`src/hw/vcr_pkg.sv`:
```
// Purpose: Shared constants of the oscillator calibration register bank.
// Assumes: Register indices are word indices; byte address is four times the index.
// Notes: All registers are 16 bits wide and sit in the low half of a 32-bit word.
package vcr_pkg;

	localparam int AXI_AW = 8;
	localparam int REG_W = 16;
	localparam int NREG = 20;
	localparam int SLOT_W = 5;

	////////////////////////////////////////////////////////////////////////////
	// Register indices.
	localparam logic [5:0] IDX_CAL_TRIGGER_CTRL = 6'h00;
	localparam logic [5:0] IDX_CAL_CLOCK_CTRL = 6'h01;
	localparam logic [5:0] IDX_AMP_CAL_DELAY_CTRL = 6'h04;
	localparam logic [5:0] IDX_CAL_OVERRIDE_CTRL = 6'h08;
	localparam logic [5:0] IDX_AMP_FINAL_VALUE = 6'h10;
	localparam logic [5:0] IDX_AMP_START_VALUE = 6'h11;
	localparam logic [5:0] IDX_BAND_FINAL_VALUE = 6'h13;
	localparam logic [5:0] IDX_CORE_SELECT_CTRL = 6'h14;
	localparam logic [5:0] IDX_FEEDBACK_DIV_HIGH = 6'h22;
	localparam logic [5:0] IDX_FEEDBACK_DIV_LOW = 6'h24;
	localparam logic [5:0] IDX_SEED_ENABLE_PFD_DELAY = 6'h25;
	localparam logic [5:0] IDX_FRAC_DENOMINATOR_HIGH = 6'h26;
	localparam logic [5:0] IDX_FRAC_DENOMINATOR_LOW = 6'h27;
	localparam logic [5:0] IDX_MODULATOR_SEED_HIGH = 6'h28;
	localparam logic [5:0] IDX_MODULATOR_SEED_LOW = 6'h29;
	localparam logic [5:0] IDX_FRAC_NUMERATOR_HIGH = 6'h2A;
	localparam logic [5:0] IDX_FRAC_NUMERATOR_LOW = 6'h2B;
	localparam logic [5:0] IDX_OUT_A_MODULATOR_CTRL = 6'h2C;
	localparam logic [5:0] IDX_OUTPUT_SELECT_POWER = 6'h2D;
	localparam logic [5:0] IDX_OUT_B_SELECT = 6'h2E;

	// Index and reset value of each storage slot, in slot order.
	localparam logic [5:0] SLOT_IDX [NREG] = '{
		IDX_CAL_TRIGGER_CTRL, IDX_CAL_CLOCK_CTRL, IDX_AMP_CAL_DELAY_CTRL,
		IDX_CAL_OVERRIDE_CTRL, IDX_AMP_FINAL_VALUE, IDX_AMP_START_VALUE,
		IDX_BAND_FINAL_VALUE, IDX_CORE_SELECT_CTRL, IDX_FEEDBACK_DIV_HIGH,
		IDX_FEEDBACK_DIV_LOW, IDX_SEED_ENABLE_PFD_DELAY, IDX_FRAC_DENOMINATOR_HIGH,
		IDX_FRAC_DENOMINATOR_LOW, IDX_MODULATOR_SEED_HIGH, IDX_MODULATOR_SEED_LOW,
		IDX_FRAC_NUMERATOR_HIGH, IDX_FRAC_NUMERATOR_LOW, IDX_OUT_A_MODULATOR_CTRL,
		IDX_OUTPUT_SELECT_POWER, IDX_OUT_B_SELECT};
	localparam logic [15:0] SLOT_RST [NREG] = '{
		16'h0000, 16'h0003, 16'h0A43, 16'h2000, 16'h0080, 16'h00FA, 16'h27B7,
		16'hF848, 16'h0000, 16'h0064, 16'h0204, 16'hFFFF, 16'hFFFF, 16'h0000,
		16'h0000, 16'h0000, 16'h0000, 16'h1FA0, 16'hC8DF, 16'h07FD};

	localparam logic [4:0] S_TRIG = 5'h00;
	localparam logic [4:0] S_CLKDIV = 5'h01;
	localparam logic [4:0] S_DELAY = 5'h02;
	localparam logic [4:0] S_OVR = 5'h03;
	localparam logic [4:0] S_AMPFIN = 5'h04;
	localparam logic [4:0] S_AMPSTRT = 5'h05;
	localparam logic [4:0] S_BAND = 5'h06;
	localparam logic [4:0] S_CORE = 5'h07;
	localparam logic [4:0] S_NDIVH = 5'h08;
	localparam logic [4:0] S_NDIVL = 5'h09;
	localparam logic [4:0] S_SEEDPFD = 5'h0A;
	localparam logic [4:0] S_DENH = 5'h0B;
	localparam logic [4:0] S_DENL = 5'h0C;
	localparam logic [4:0] S_SEEDH = 5'h0D;
	localparam logic [4:0] S_SEEDL = 5'h0E;
	localparam logic [4:0] S_NUMH = 5'h0F;
	localparam logic [4:0] S_NUML = 5'h10;
	localparam logic [4:0] S_OUTA = 5'h11;
	localparam logic [4:0] S_OUTSEL = 5'h12;
	localparam logic [4:0] S_OUTB = 5'h13;

	////////////////////////////////////////////////////////////////////////////
	// Field positions.
	localparam int F_TRIG = 3;
	localparam int F_DELAY_LO = 8;
	localparam int F_AMP_OVR = 14;
	localparam int F_BAND_OVR = 11;
	localparam int F_CORE_LO = 11;
	localparam int F_CORE_OVR = 10;
	localparam int F_SEED_EN = 15;
	localparam int F_PFD_LO = 8;
	localparam int F_OUT_A_POWER_LEVEL_LO = 8;
	localparam int F_OUTB_PD = 7;
	localparam int F_OUTA_PD = 6;
	localparam int F_MOD_RUN = 5;
	localparam int F_OUT_A_SOURCE_SEL_LO = 11;
	localparam int F_ISET_LO = 9;

	localparam logic [7:0] DELAY_MIN = 8'h0A;
	localparam logic [2:0] CORE_MIN = 3'h1;
	localparam logic [2:0] CORE_MAX = 3'h7;
	localparam logic [2:0] CLKDIV_MAX = 3'h3;

	localparam logic [1:0] RESP_OKAY = 2'h0;
	localparam logic [1:0] RESP_DECERR = 2'h3;

	typedef enum logic [2:0] {ST_IDLE, ST_CORE, ST_BAND, ST_AMP, ST_DONE} vcr_state_e;

endpackage

```
`src/hw/vcr_regs.sv`:
```
// Purpose: Oscillator calibration register bank with its calibration sequencer.
// Assumes: Comparator inputs are synchronous to aclk and valid on every tick.
// Notes: Divider, modulator and output fields are only stored and driven out.
// What the document says about this block
// RULE1: The compare delay sits in word 4 bits 15:8, resets to 10, and is never used below 10.
// RULE2: Software should keep the compare delay above the machine clock over 10 MHz.
// RULE3: Software is advised to use a compare delay of 25 or more when speed matters.
// RULE4: With the amplitude override set, the stored 9-bit final amplitude (reset 128) is used.
// RULE5: The amplitude search starts from the 9-bit start value, which resets to 250.
// RULE6: With the band override set, the stored 8-bit band value (reset 183) is the final band.
// RULE7: The 3-bit core select (reset 7) gives the starting core and the forced core; code 0 is unused.
// RULE8: The core override bit (reset 0) uses the selected core instead of calibrating one.
// RULE9: Word 44 holds output A power, both output power-downs, modulator run and order, order lowest.
// RULE10: The machine clock divider in word 1 bits 2:0 divides by 1, 2, 4 or 8 and resets to 3.
// RULE11: Writing a one to word 0 bit 3 starts a new run with the current override and start settings.
// RULE12: With an override clear, the machine finds that quantity itself and ignores the final value.
//
// The implementer's own choice: the AXI4-Lite interface to the registers.
module vcr_regs
	import vcr_pkg::*;
(
	input wire logic aclk,
	input wire logic aresetn,
	input wire logic [AXI_AW-1:0] s_axi_awaddr,
	input wire logic s_axi_awvalid,
	output logic s_axi_awready,
	input wire logic [31:0] s_axi_wdata,
	input wire logic [3:0] s_axi_wstrb,
	input wire logic s_axi_wvalid,
	output logic s_axi_wready,
	output logic [1:0] s_axi_bresp,
	output logic s_axi_bvalid,
	input wire logic s_axi_bready,
	input wire logic [AXI_AW-1:0] s_axi_araddr,
	input wire logic s_axi_arvalid,
	output logic s_axi_arready,
	output logic [31:0] s_axi_rdata,
	output logic [1:0] s_axi_rresp,
	output logic s_axi_rvalid,
	input wire logic s_axi_rready,
	input wire logic freq_above_target,
	input wire logic amp_above_target,
	output logic [2:0] core_sel_out,
	output logic [7:0] band_out,
	output logic [8:0] amp_out,
	output logic cal_busy,
	output logic cal_done,
	output logic [18:0] feedback_div,
	output logic [31:0] frac_denominator,
	output logic [31:0] frac_numerator,
	output logic [31:0] modulator_seed,
	output logic modulator_seed_en,
	output logic [5:0] detector_delay_sel,
	output logic [5:0] out_a_power_level,
	output logic out_a_pd,
	output logic out_b_pd,
	output logic modulator_run,
	output logic [2:0] modulator_order,
	output logic [1:0] out_a_source_sel,
	output logic [1:0] out_current_boost,
	output logic [5:0] out_b_power_level,
	output logic [1:0] out_b_source_sel
);

	////////////////////////////////////////////////////////////////////////////
	// Decode helpers.

	function automatic logic [SLOT_W:0] slot_of(input logic [AXI_AW-1:0] addr);
		logic [SLOT_W:0] res;
		res = '0;
		for (int i = 0; i < NREG; i++) begin
			if (addr[AXI_AW-1:2] == SLOT_IDX[i]) begin
				res = {1'b1, SLOT_W'(i)};
			end
		end
		return res;
	endfunction

	function automatic logic [15:0] merge(input logic [15:0] old, input logic [31:0] d,
			input logic [3:0] strb);
		logic [15:0] res;
		res = old;
		if (strb[0]) begin
			res[7:0] = d[7:0];
		end
		if (strb[1]) begin
			res[15:8] = d[15:8];
		end
		return res;
	endfunction

	////////////////////////////////////////////////////////////////////////////
	// Bus slave.

	logic wr_en;
	logic [AXI_AW-1:0] wr_addr;
	logic [31:0] wr_data;
	logic [3:0] wr_strb;
	logic [SLOT_W:0] wr_slot;
	logic [SLOT_W:0] rd_slot;
	logic [31:0] rd_data;
	logic [15:0] regs_reg [NREG];

	assign wr_slot = slot_of(wr_addr);
	assign rd_slot = slot_of(s_axi_araddr);
	assign rd_data = rd_slot[SLOT_W] ? {16'h0000, regs_reg[rd_slot[SLOT_W-1:0]]} : 32'h00000000;

	vcr_axil_slave u_slave (
		.aclk(aclk),
		.aresetn(aresetn),
		.s_axi_awaddr(s_axi_awaddr),
		.s_axi_awvalid(s_axi_awvalid),
		.s_axi_awready(s_axi_awready),
		.s_axi_wdata(s_axi_wdata),
		.s_axi_wstrb(s_axi_wstrb),
		.s_axi_wvalid(s_axi_wvalid),
		.s_axi_wready(s_axi_wready),
		.s_axi_bresp(s_axi_bresp),
		.s_axi_bvalid(s_axi_bvalid),
		.s_axi_bready(s_axi_bready),
		.s_axi_araddr(s_axi_araddr),
		.s_axi_arvalid(s_axi_arvalid),
		.s_axi_arready(s_axi_arready),
		.s_axi_rdata(s_axi_rdata),
		.s_axi_rresp(s_axi_rresp),
		.s_axi_rvalid(s_axi_rvalid),
		.s_axi_rready(s_axi_rready),
		.wr_en(wr_en),
		.wr_addr(wr_addr),
		.wr_data(wr_data),
		.wr_strb(wr_strb),
		.wr_hit(wr_slot[SLOT_W]),
		.rd_data(rd_data),
		.rd_hit(rd_slot[SLOT_W])
	);

	// All twenty words reset to their documented images, fields and fixed bits alike.
	always_ff @(posedge aclk) begin
		if (!aresetn) begin
			for (int i = 0; i < NREG; i++) begin
				regs_reg[i] <= SLOT_RST[i]; // [RULE1] [RULE4] [RULE5] [RULE6] [RULE7] [RULE8] [RULE10]
			end
		end else if (wr_en && wr_slot[SLOT_W]) begin
			regs_reg[wr_slot[SLOT_W-1:0]] <= merge(regs_reg[wr_slot[SLOT_W-1:0]], wr_data, wr_strb);
		end
	end

	////////////////////////////////////////////////////////////////////////////
	// Field views.

	logic [7:0] delay_field;
	logic [7:0] delay_eff;
	logic [2:0] core_field;
	logic [2:0] core_start;
	logic trig_write;

	assign delay_field = regs_reg[S_DELAY][F_DELAY_LO+:8];
	// A value below the floor would let the search settle on the wrong amplitude.
	assign delay_eff = (delay_field < DELAY_MIN) ? DELAY_MIN : delay_field; // [RULE1]
	assign core_field = regs_reg[S_CORE][F_CORE_LO+:3];
	// Code 0 names no core, so it starts from the lowest real one.
	assign core_start = (core_field == 3'h0) ? CORE_MIN : core_field; // [RULE7]
	assign trig_write = wr_en && wr_slot[SLOT_W] && (wr_slot[SLOT_W-1:0] == S_TRIG)
		&& wr_strb[0] && wr_data[F_TRIG]; // [RULE11]

	assign feedback_div = {regs_reg[S_NDIVH][2:0], regs_reg[S_NDIVL]};
	assign frac_denominator = {regs_reg[S_DENH], regs_reg[S_DENL]};
	assign frac_numerator = {regs_reg[S_NUMH], regs_reg[S_NUML]};
	assign modulator_seed = {regs_reg[S_SEEDH], regs_reg[S_SEEDL]};
	assign modulator_seed_en = regs_reg[S_SEEDPFD][F_SEED_EN];
	assign detector_delay_sel = regs_reg[S_SEEDPFD][F_PFD_LO+:6];
	assign out_a_power_level = regs_reg[S_OUTA][F_OUT_A_POWER_LEVEL_LO+:6]; // [RULE9]
	assign out_b_pd = regs_reg[S_OUTA][F_OUTB_PD]; // [RULE9]
	assign out_a_pd = regs_reg[S_OUTA][F_OUTA_PD]; // [RULE9]
	assign modulator_run = regs_reg[S_OUTA][F_MOD_RUN]; // [RULE9]
	assign modulator_order = regs_reg[S_OUTA][2:0]; // [RULE9]
	assign out_a_source_sel = regs_reg[S_OUTSEL][F_OUT_A_SOURCE_SEL_LO+:2];
	assign out_current_boost = regs_reg[S_OUTSEL][F_ISET_LO+:2];
	assign out_b_power_level = regs_reg[S_OUTSEL][5:0];
	assign out_b_source_sel = regs_reg[S_OUTB][1:0];

	////////////////////////////////////////////////////////////////////////////
	// Machine clock enable.

	logic tick;

	vcr_cal_clk_div u_div (
		.aclk(aclk),
		.aresetn(aresetn),
		.div_code(regs_reg[S_CLKDIV][2:0]), // [RULE10]
		.tick(tick)
	);

	////////////////////////////////////////////////////////////////////////////
	// Start request, held until the machine sees a tick.

	logic pend_reg;

	// A write landing on the accepting tick keeps the request alive.
	always_ff @(posedge aclk) begin
		if (!aresetn) begin
			pend_reg <= 1'b0;
		end else if (trig_write) begin
			pend_reg <= 1'b1; // [RULE11]
		end else if (tick) begin
			pend_reg <= 1'b0;
		end
	end

	////////////////////////////////////////////////////////////////////////////
	// Settings captured at the start of a run.

	logic amp_ovr_reg;
	logic band_ovr_reg;
	logic core_ovr_reg;
	logic [7:0] delay_reg;
	logic start;

	assign start = pend_reg && tick;

	always_ff @(posedge aclk) begin
		if (!aresetn) begin
			amp_ovr_reg <= 1'b0;
			band_ovr_reg <= 1'b0;
			core_ovr_reg <= 1'b0;
			delay_reg <= DELAY_MIN;
		end else if (start) begin
			amp_ovr_reg <= regs_reg[S_OVR][F_AMP_OVR]; // [RULE11]
			band_ovr_reg <= regs_reg[S_OVR][F_BAND_OVR];
			core_ovr_reg <= regs_reg[S_CORE][F_CORE_OVR];
			delay_reg <= delay_eff; // [RULE1]
		end
	end

	////////////////////////////////////////////////////////////////////////////
	// Calibration sequencer: core, then band, then amplitude.

	vcr_state_e state_reg;
	logic [2:0] bit_reg;
	logic [7:0] wait_reg;

	always_ff @(posedge aclk) begin
		if (!aresetn) begin
			state_reg <= ST_IDLE;
			core_sel_out <= CORE_MAX;
			band_out <= 8'h00;
			amp_out <= 9'h000;
			bit_reg <= 3'h0;
			wait_reg <= 8'h00;
		end else if (start) begin
			// A new request restarts the run from any state.
			state_reg <= ST_CORE;
			core_sel_out <= core_start; // [RULE7]
			amp_out <= regs_reg[S_AMPSTRT][8:0]; // [RULE5]
		end else if (tick) begin
			unique case (state_reg)
				ST_IDLE: begin
				end
				ST_CORE: begin
					if (core_ovr_reg) begin
						state_reg <= ST_BAND; // [RULE8]
					end else if (freq_above_target && core_sel_out > CORE_MIN) begin
						core_sel_out <= core_sel_out - 3'h1; // [RULE12]
					end else begin
						state_reg <= ST_BAND;
					end
					band_out <= 8'h80;
					bit_reg <= 3'h7;
				end
				ST_BAND: begin
					wait_reg <= delay_reg;
					if (band_ovr_reg) begin
						band_out <= regs_reg[S_BAND][7:0]; // [RULE6]
						state_reg <= ST_AMP;
					end else begin
						// Successive approximation, one bit per tick, keeps the band search at eight ticks.
						if (!freq_above_target) begin
							band_out[bit_reg] <= 1'b0; // [RULE12]
						end
						if (bit_reg == 3'h0) begin
							state_reg <= ST_AMP;
						end else begin
							band_out[bit_reg-3'h1] <= 1'b1;
							bit_reg <= bit_reg - 3'h1;
						end
					end
				end
				ST_AMP: begin
					if (amp_ovr_reg) begin
						amp_out <= regs_reg[S_AMPFIN][8:0]; // [RULE4]
						state_reg <= ST_DONE;
					end else if (wait_reg > 8'h01) begin
						wait_reg <= wait_reg - 8'h01; // [RULE1]
					end else if (amp_above_target && amp_out != 9'h000) begin
						amp_out <= amp_out - 9'h001; // [RULE12]
						wait_reg <= delay_reg;
					end else begin
						state_reg <= ST_DONE;
					end
				end
				ST_DONE: begin
					state_reg <= ST_IDLE;
				end
			endcase
		end
	end

	always_ff @(posedge aclk) begin
		if (!aresetn) begin
			cal_busy <= 1'b0;
			cal_done <= 1'b0;
		end else if (start) begin
			cal_busy <= 1'b1;
			cal_done <= 1'b0;
		end else if (tick && state_reg == ST_DONE) begin
			cal_busy <= 1'b0;
			cal_done <= 1'b1;
		end
	end

endmodule

```
`src/hw/vcr_cal_clk_div.sv`:
```
// Purpose: Enable pulse for the calibration machine, reference divided by 1, 2, 4 or 8.
// Assumes: Codes above the largest divide setting act as the largest.
// Notes: The pulse is one aclk cycle wide at divide 2, 4 or 8 and stays high at divide 1.
module vcr_cal_clk_div
	import vcr_pkg::*;
(
	input wire logic aclk,
	input wire logic aresetn,
	input wire logic [2:0] div_code,
	output logic tick
);

	logic [2:0] cnt_reg;
	logic [2:0] code;
	logic [2:0] last;

	assign code = (div_code > CLKDIV_MAX) ? CLKDIV_MAX : div_code;
	assign last = 3'((4'h1 << code) - 4'h1);
	assign tick = (cnt_reg >= last);

	always_ff @(posedge aclk) begin
		if (!aresetn || tick) begin
			cnt_reg <= 3'h0;
		end else begin
			cnt_reg <= cnt_reg + 3'h1;
		end
	end

endmodule

```
`src/hw/vcr_axil_slave.sv`:
```
// Purpose: AXI4-Lite slave handshake for the register bank.
// Assumes: Address and write data may arrive in either order.
// Notes: Read data and error come combinationally from the decoder.
module vcr_axil_slave
	import vcr_pkg::*;
(
	input wire logic aclk,
	input wire logic aresetn,
	input wire logic [AXI_AW-1:0] s_axi_awaddr,
	input wire logic s_axi_awvalid,
	output logic s_axi_awready,
	input wire logic [31:0] s_axi_wdata,
	input wire logic [3:0] s_axi_wstrb,
	input wire logic s_axi_wvalid,
	output logic s_axi_wready,
	output logic [1:0] s_axi_bresp,
	output logic s_axi_bvalid,
	input wire logic s_axi_bready,
	input wire logic [AXI_AW-1:0] s_axi_araddr,
	input wire logic s_axi_arvalid,
	output logic s_axi_arready,
	output logic [31:0] s_axi_rdata,
	output logic [1:0] s_axi_rresp,
	output logic s_axi_rvalid,
	input wire logic s_axi_rready,
	output logic wr_en,
	output logic [AXI_AW-1:0] wr_addr,
	output logic [31:0] wr_data,
	output logic [3:0] wr_strb,
	input wire logic wr_hit,
	input wire logic [31:0] rd_data,
	input wire logic rd_hit
);

	logic aw_have_reg;
	logic w_have_reg;

	assign s_axi_awready = !aw_have_reg && !s_axi_bvalid;
	assign s_axi_wready = !w_have_reg && !s_axi_bvalid;
	assign wr_en = aw_have_reg && w_have_reg && !s_axi_bvalid;
	assign s_axi_arready = !s_axi_rvalid;

	always_ff @(posedge aclk) begin
		if (!aresetn) begin
			aw_have_reg <= 1'b0;
			w_have_reg <= 1'b0;
			wr_addr <= '0;
			wr_data <= 32'h00000000;
			wr_strb <= 4'h0;
		end else begin
			if (s_axi_awvalid && s_axi_awready) begin
				aw_have_reg <= 1'b1;
				wr_addr <= s_axi_awaddr;
			end else if (wr_en) begin
				aw_have_reg <= 1'b0;
			end
			if (s_axi_wvalid && s_axi_wready) begin
				w_have_reg <= 1'b1;
				wr_data <= s_axi_wdata;
				wr_strb <= s_axi_wstrb;
			end else if (wr_en) begin
				w_have_reg <= 1'b0;
			end
		end
	end

	always_ff @(posedge aclk) begin
		if (!aresetn) begin
			s_axi_bvalid <= 1'b0;
			s_axi_bresp <= RESP_OKAY;
		end else if (wr_en) begin
			s_axi_bvalid <= 1'b1;
			s_axi_bresp <= wr_hit ? RESP_OKAY : RESP_DECERR;
		end else if (s_axi_bready) begin
			s_axi_bvalid <= 1'b0;
		end
	end

	always_ff @(posedge aclk) begin
		if (!aresetn) begin
			s_axi_rvalid <= 1'b0;
			s_axi_rdata <= 32'h00000000;
			s_axi_rresp <= RESP_OKAY;
		end else if (s_axi_arvalid && s_axi_arready) begin
			s_axi_rvalid <= 1'b1;
			s_axi_rdata <= rd_data;
			s_axi_rresp <= rd_hit ? RESP_OKAY : RESP_DECERR;
		end else if (s_axi_rready) begin
			s_axi_rvalid <= 1'b0;
		end
	end

endmodule

```
`config.mk`:
```
export PLATFORM = sky130hd
export DESIGN_NAME = vcr_regs
export DESIGN_NICKNAME = d
export VERILOG_FILES = /design/src/hw/vcr_pkg.sv /design/src/hw/vcr_regs.sv /design/src/hw/vcr_cal_clk_div.sv /design/src/hw/vcr_axil_slave.sv
export SDC_FILE = /design/constraint.sdc
export NUM_CORES = 1
export LEC_CHECK = 0
export ABC_CLOCK_PERIOD_IN_PS = 4400
export BUFFER_PORTS_ARGS = -buffer_cell sky130_fd_sc_hd__clkbuf_2
export CORE_MARGIN = 2
export CORE_UTILIZATION = 48
export DETAILED_ROUTE_END_ITERATION = 16
export HOLD_SLACK_MARGIN = 0.05
export PLACE_DENSITY = 0.8
export SYNTH_ARGS = -nofsm -noshare
export SYNTH_HDL_FRONTEND = slang
export SYNTH_SLANG_ARGS = --single-unit
export TNS_END_PERCENT = 100
```
`constraint.sdc`:
```
create_clock -name aclk -period 4.4 [get_ports aclk]
set_input_delay 0.44 -clock aclk [delete_from_list [all_inputs] [get_ports aclk]]
set_output_delay 0.44 -clock aclk [all_outputs]
set_load 0.02 [all_outputs]
```
==> flow_summary.ini, run 1 <==
[cells_and_area]
n_antenna_cell = 0
stdcell_area_mm2 = 0.0236
fillers = 3554
most-common-layout-cells = nand2_1 (337), edfxtp_1 (320), clkbuf_2 (231)
num-nets-final = 2246
layout_commonest_cell = nand2_1
drive_gt1_frac = 0.188
area_growth_pct = 13.6
largest_reg_flops = 320
final_util = 0.551

[yosys]
synthAdderAreaFrac = 0.00710
synth_mux_area_frac = 0.0222
yosys_warnings = 0
avgSynthCellArea_um2 = 10.3
yosys_register_bits = 417
synth_compound_area_frac = 0.103
synth_simple_gate_area_share = 0.251
ys.flop_type = edfxtp_1
synth_edf_count = 320
synth_top_family_by_area = simple AND/OR/NAND/NOR gates
yosys.area_share.xor_xnor = 0.00632
async_flop_share = 0
synthCells = 2022
synth.yosys.seq_area_share = 0.555
yosysUniqueCellTypes = 77
netlist_area_mm2 = 0.0208

[grt]
grt_pass1_wl_um = 94200
grt_pass1_vias = 15900
antenna_found_initial = 0
grt_max_degree = 59
grt-ovfl-total = 0
grtUsageTotal = 0.277

[routing]
vias = 16800
first_iter_violations = 2070
drcViolationCount = 0
wl_per_cell_um = 22.5
route.final.wire_length_um = 63000
vias_per_cell = 6.00
first_pass_iters = 5
ant_nets = 0

[timing]
setup_tns_ns = 0
timing.final.crit_share = 0.821
setup_viol = 0
rsz0062_at_grt = false
fmax_mhz = 277
post-route-min-period_ns = 3.61
maxSlewViolCount = 0
finClkSkew_ns = 0.0364
relSlewSlack = 0.0956
tightestPinTransition_ns = 1.34
finalHoldViolations = 0
final.setup.worst_slack_ns = 0.788

[clocking]
cts.repair.resized = 0
htreeDepth = 2
cts_buffer_depth = 3
clk_pin_slew_ns = 0.06
cts_setup_buffers = 0
clk_latency_ns = 0.60
cts_buffers = 45
cts_tree = built
postCtsHoldBufs = 1
cts_root_buffer = clkbuf_16
cts.sinks = 417

[placement]
port_buffers = 231
dp_slack_ns = 0.805
place_hpwl_um = 43700
placed_cell_area_mm2 = 0.0221
place_congestion = 0.943

[critical_path]
cp_data_required_time_ns = 4.59
cp_max_fo = 19
criticalPathCategory = register to register
end_kind = register
start_kind = register
arrival_ns = 3.80
r2r_slack_ns = 0.79

[floorplanning]
rows = 76
die_width_um = 212
initial_core_util = 0.485
pin_count = 270
die_area_mm2 = 0.0450
die_h_um = 212
core_mm2 = 0.0429

[pwr]
power_density_mw_per_mm2 = 387
p_leak_nw = 8.52
power.total_mw = 9.15
irDropWorstVdd_v = 0.000357

[run_status]
run_status = finished clean

[min_path]
hold_class = primary input to register

[flow_run]
max-cap-violations = 0
## power by group
group          total [mW]  switching [mW]  internal (mW)
Sequential           4.46           0.142           4.32
Combinational       0.724           0.513          0.211
Clock                3.96            1.60           2.35
Total                9.14            2.26           6.88
## worst paths after layout
check             cells past startpoint          startpoint            endpoint
hold reg to reg                       2        core_ovr_reg        core_ovr_reg
setup / recovery                      8  u_slave.wr_addr[3]     regs_reg[15][4]
setup reg to reg                      8  u_slave.wr_addr[3]     regs_reg[15][4]
hold / removal                        3      s_axi_wdata[8]  u_slave.wr_data[8]
## critical path, stage by stage, from the launching register on
cell and delay (ns):
dfxtp_1 0.48, buf_4 0.28, a21boi_0 0.20, o21ai_1 0.09
o21ai_1 0.10, a21oi_1 0.11, nand4b_1 0.56, buf_4 0.41
o21ai_0 0.98
## cell usage after synthesis (4+ instances only)
| library cell | instances | area share |
|---|---|---|
| inv_1 | 27 | 0.0049 |
| a21o_1 | 9 | 0.0032 |
| a211oi_1 | 15 | 0.0054 |
| ha_1 | 11 | 0.0066 |
| buf_2 | 37 | 0.0089 |
| nor3_2 | 7 | 0.0034 |
| nand4_1 | 17 | 0.0051 |
| o31ai_1 | 4 | 0.0014 |
| a32oi_1 | 47 | 0.020 |
| a221oi_1 | 7 | 0.0029 |
| a31oi_1 | 21 | 0.0063 |
| buf_6 | 6 | 0.0032 |
| a22oi_1 | 8 | 0.0029 |
| nor2_1 | 90 | 0.016 |
| or2b_1 | 6 | 0.0022 |
| nor4_2 | 5 | 0.0030 |
| nand3b_1 | 6 | 0.0022 |
| nor3_1 | 31 | 0.0075 |
| nor4_1 | 11 | 0.0033 |
| mux2i_1 | 45 | 0.022 |
| and2_1 | 219 | 0.066 |
| nand3_1 | 106 | 0.026 |
| o211ai_1 | 12 | 0.0043 |
| buf_1 | 4 | 0.00072 |
| o21ai_0 | 44 | 0.011 |
| nor2b_1 | 9 | 0.0027 |
| nand2b_1 | 88 | 0.026 |
| dfxtp_1 | 97 | 0.093 |
| or3_1 | 17 | 0.0051 |
| nand2_1 | 338 | 0.061 |
| a21oi_1 | 86 | 0.021 |
| nand3_2 | 5 | 0.0024 |
| buf_4 | 60 | 0.022 |
| a221oi_2 | 6 | 0.0043 |
| o21ai_1 | 5 | 0.0012 |
| or2_2 | 26 | 0.0078 |
| o32ai_1 | 4 | 0.0017 |
| o21a_1 | 7 | 0.0025 |
| a311oi_1 | 9 | 0.0038 |
| edfxtp_1 | 320 | 0.46 |
| xor2_1 | 5 | 0.0021 |
| clkbuf_1 | 84 | 0.015 |
| xnor2_1 | 10 | 0.0042 |
## metrics by stage
| step | hold WS, ns | std cells |
|---|---|---|
| after global placement | 0.433 | 2711 |
| after floorplan | 0.417 | 2037 |
| after CTS | 0.0613 | 2796 |
| after detailed placement | 0.458 | 2711 |
| final | 0.0697 | 2796 |
| after global routing | 0.0880 | 2796 |
## cell type report
cell class / instances / area (um2) / area share
Inverter: 28 / 105 / 0.00445
Timing Repair Buffer: 281 / 1530 / 0.0649
Clock buffer: 65 / 1290 / 0.0547
Sequential cell: 417 / 11600 / 0.489
Clock inverter: 19 / 248 / 0.0105
Tap cell: 585 / 732 / 0.0310
Multi-Input combinational cell: 1401 / 8170 / 0.346
## routing by layer
layer  global-route usage  wire length (um)
met1                0.349             22900
met5                    0                 0
met3               0.0535              6650
met2                0.460             30300
met4                0.130              3180
## logic make-up (layout without fill, tap and decap cells)
logic type / count (synthesis) / in the layout
fa+ha+maj: 12 / 12
compound gates: 308 / 308
mux: 46 / 46
other cells: 1 / 16
xor+xnor: 15 / 15
flops: 417 / 417
buf+inv: 219 / 393
simple gates: 1004 / 1004
(Power assumes the default switching activity.)
==> run 2: changes to the inputs <==
- ABC_CLOCK_PERIOD_IN_PS: 4400 -> 3110
- PLACE_DENSITY: 0.8 -> 0.83
- clock period: 4.4 -> 3.11 ns (I/O delays scaled with it)
==> flow_summary.ini, run 2 (synthesis gave the netlist of run 1 again) <==
[run_status]
run_status = finished clean

[routing]
vias_per_cell = 5.94
first_iter_violations = 2276
routedLengthMet1_um = 23000
wl_met3_um = 6800
vias = 16900
drcViolationCount = 0
route.met2.wl_um = 30300
first_pass_iters = 6
ant_nets = 0
route.final.wire_length_um = 63200
highest_layer = met4
wl_per_cell_um = 22.2

[min_path]
min_from = s_axi_awaddr[6]
min_path_cells = 3
hold_class = primary input to register

[clocking]
cts_setup_buffers = 0
clk_latency_ns = 0.59
cts.sinks = 417
cts_root_buffer = clkbuf_16
htreeDepth = 2
cts_buffers = 43
clk_pin_slew_ns = 0.06
cts_buffer_depth = 3
cts_tree = built

[critical_path]
ff2ff_path_depth = 9
start_kind = register
slowest_delay_ns = 0.44
end_kind = register
criticalPathCategory = register to register
startpoint = regs_reg[1][2]
timing.rr.start = regs_reg[1][2]
crit_slowest_cell = edfxtp_1
arrival_ns = 3.37
crit_chain = or3_1, ha_1, ha_1, a21o_1, a21o_1, o2111ai_2, nor3_1, a211oi_1, nor2_1
cp_max_fo = 16
cp_data_required_time_ns = 3.61

[pwr]
swShare = 0.249
pwr-share-comb = 0.084
power.total_mw = 12.8
switchingPower_mw = 3.19
p_seq_frac = 0.492
p_clk_frac = 0.425
power_density_mw_per_mm2 = 532
internal_power_mw = 9.65
irDropWorstVdd_v = 0.000523
p_leak_nw = 8.76

[cells_and_area]
num-nets-final = 2301
largest_reg_flops = 320
layout_commonest_cell = nand2_1
most-common-layout-cells = nand2_1 (336), edfxtp_1 (320), clkbuf_2 (231)
fillers = 3544
area_growth_pct = 16.0
drive_gt1_frac = 0.196
final_util = 0.563

[grt]
grt_pass1_vias = 16100
grt_max_degree = 61
grtUsageTotal = 0.276
antenna_found_initial = 0
grt_pass1_wl_um = 93700
grt-ovfl-total = 0

[timing]
tightestPinTransition_ns = 1.18
setup_viol = 0
maxSlewViolCount = 0
rsz0062_at_grt = false
fmax_mhz = 349
setup_tns_ns = 0
relSlewSlack = 0.202
timing.final.crit_share = 0.922
post-route-min-period_ns = 2.87
finalHoldViolations = 0
finClkSkew_ns = 0.0296

[placement]
place_congestion = 0.901
port_buffers = 231
place_hpwl_um = 44400

[flow_run]
max-cap-violations = 0

[floorplanning]
rows = 76
initial_core_util = 0.485
die_width_um = 212
core_mm2 = 0.0429
die_h_um = 212
pin_count = 270
die_area_mm2 = 0.0450
-- run 2: worst paths after layout --
path                                            to  slack, ns
worst max-delay path                   wait_reg[0]       0.24
worst min-delay path            u_slave.wr_addr[6]       0.09
worst max register to register         wait_reg[0]       0.24
worst min register to register        delay_reg[5]       0.47
-- run 2: repair_timing --
item                                    4_1_cts  5_1_grt
hold buffers                                 28        0
gates resized for setup                       0        3
endpoints found under the setup margin        0       17
hold endpoints to repair                     27        0
-- run 2: cell type report --
class / count / area, um2 / area share
sequential: 417 / 11600 / 0.479
antenna: 2 / 5.00 / 0.000207
tap: 585 / 732 / 0.0303
clock buffer: 55 / 1130 / 0.0469
inverter: 28 / 105 / 0.00435
multi-input combinational: 1401 / 8180 / 0.339
timing repair buffer: 338 / 2080 / 0.0862
clock inverter: 25 / 353 / 0.0146
-- run 2: routing by layer --
metal / vias to the layer above / track usage
li1: 7530 / -
met1: 8099 / 0.344
met2: 1087 / 0.454
met3: 208 / 0.0601
met4: 0 / 0.137
met5: - / 0
-- run 2: metrics by stage --
stage | cells | area, um2 | worst slack, ns | hold slack [ns]
detailed placement | 2741 | 22400 | 0.231 | 0.453
finish | 2851 | 24100 | 0.242 | 0.0913
global placement | 2741 | 22400 | 0.266 | 0.432
CTS | 2849 | 24100 | 0.200 | 0.0755
global route | 2849 | 24100 | 0.0186 | 0.0652
floorplan | 2037 | 20900 | 0.291 | 0.411
-- run 2: worst max-delay path: cells and delay by family, from the launching register on --
kind            cells  cell delay, ns
flops               1            0.44
simple gates        3            0.86
fa+ha+maj           2            0.60
compound gates      4            0.87
-- run 2: power groups by stage --
stage / Sequential (mW) / Combinational, mW / Clock (mW)
4_1_cts: 6.30 / 1.05 / 5.46
2_1_floorplan: 6.35 / 0.701 / 0
5_1_grt: 6.32 / 1.14 / 5.70
3_5_place_dp: 6.42 / 1.02 / 0
3_3_place_gp: 6.41 / 0.994 / 0
6_report: 6.31 / 1.08 / 5.45
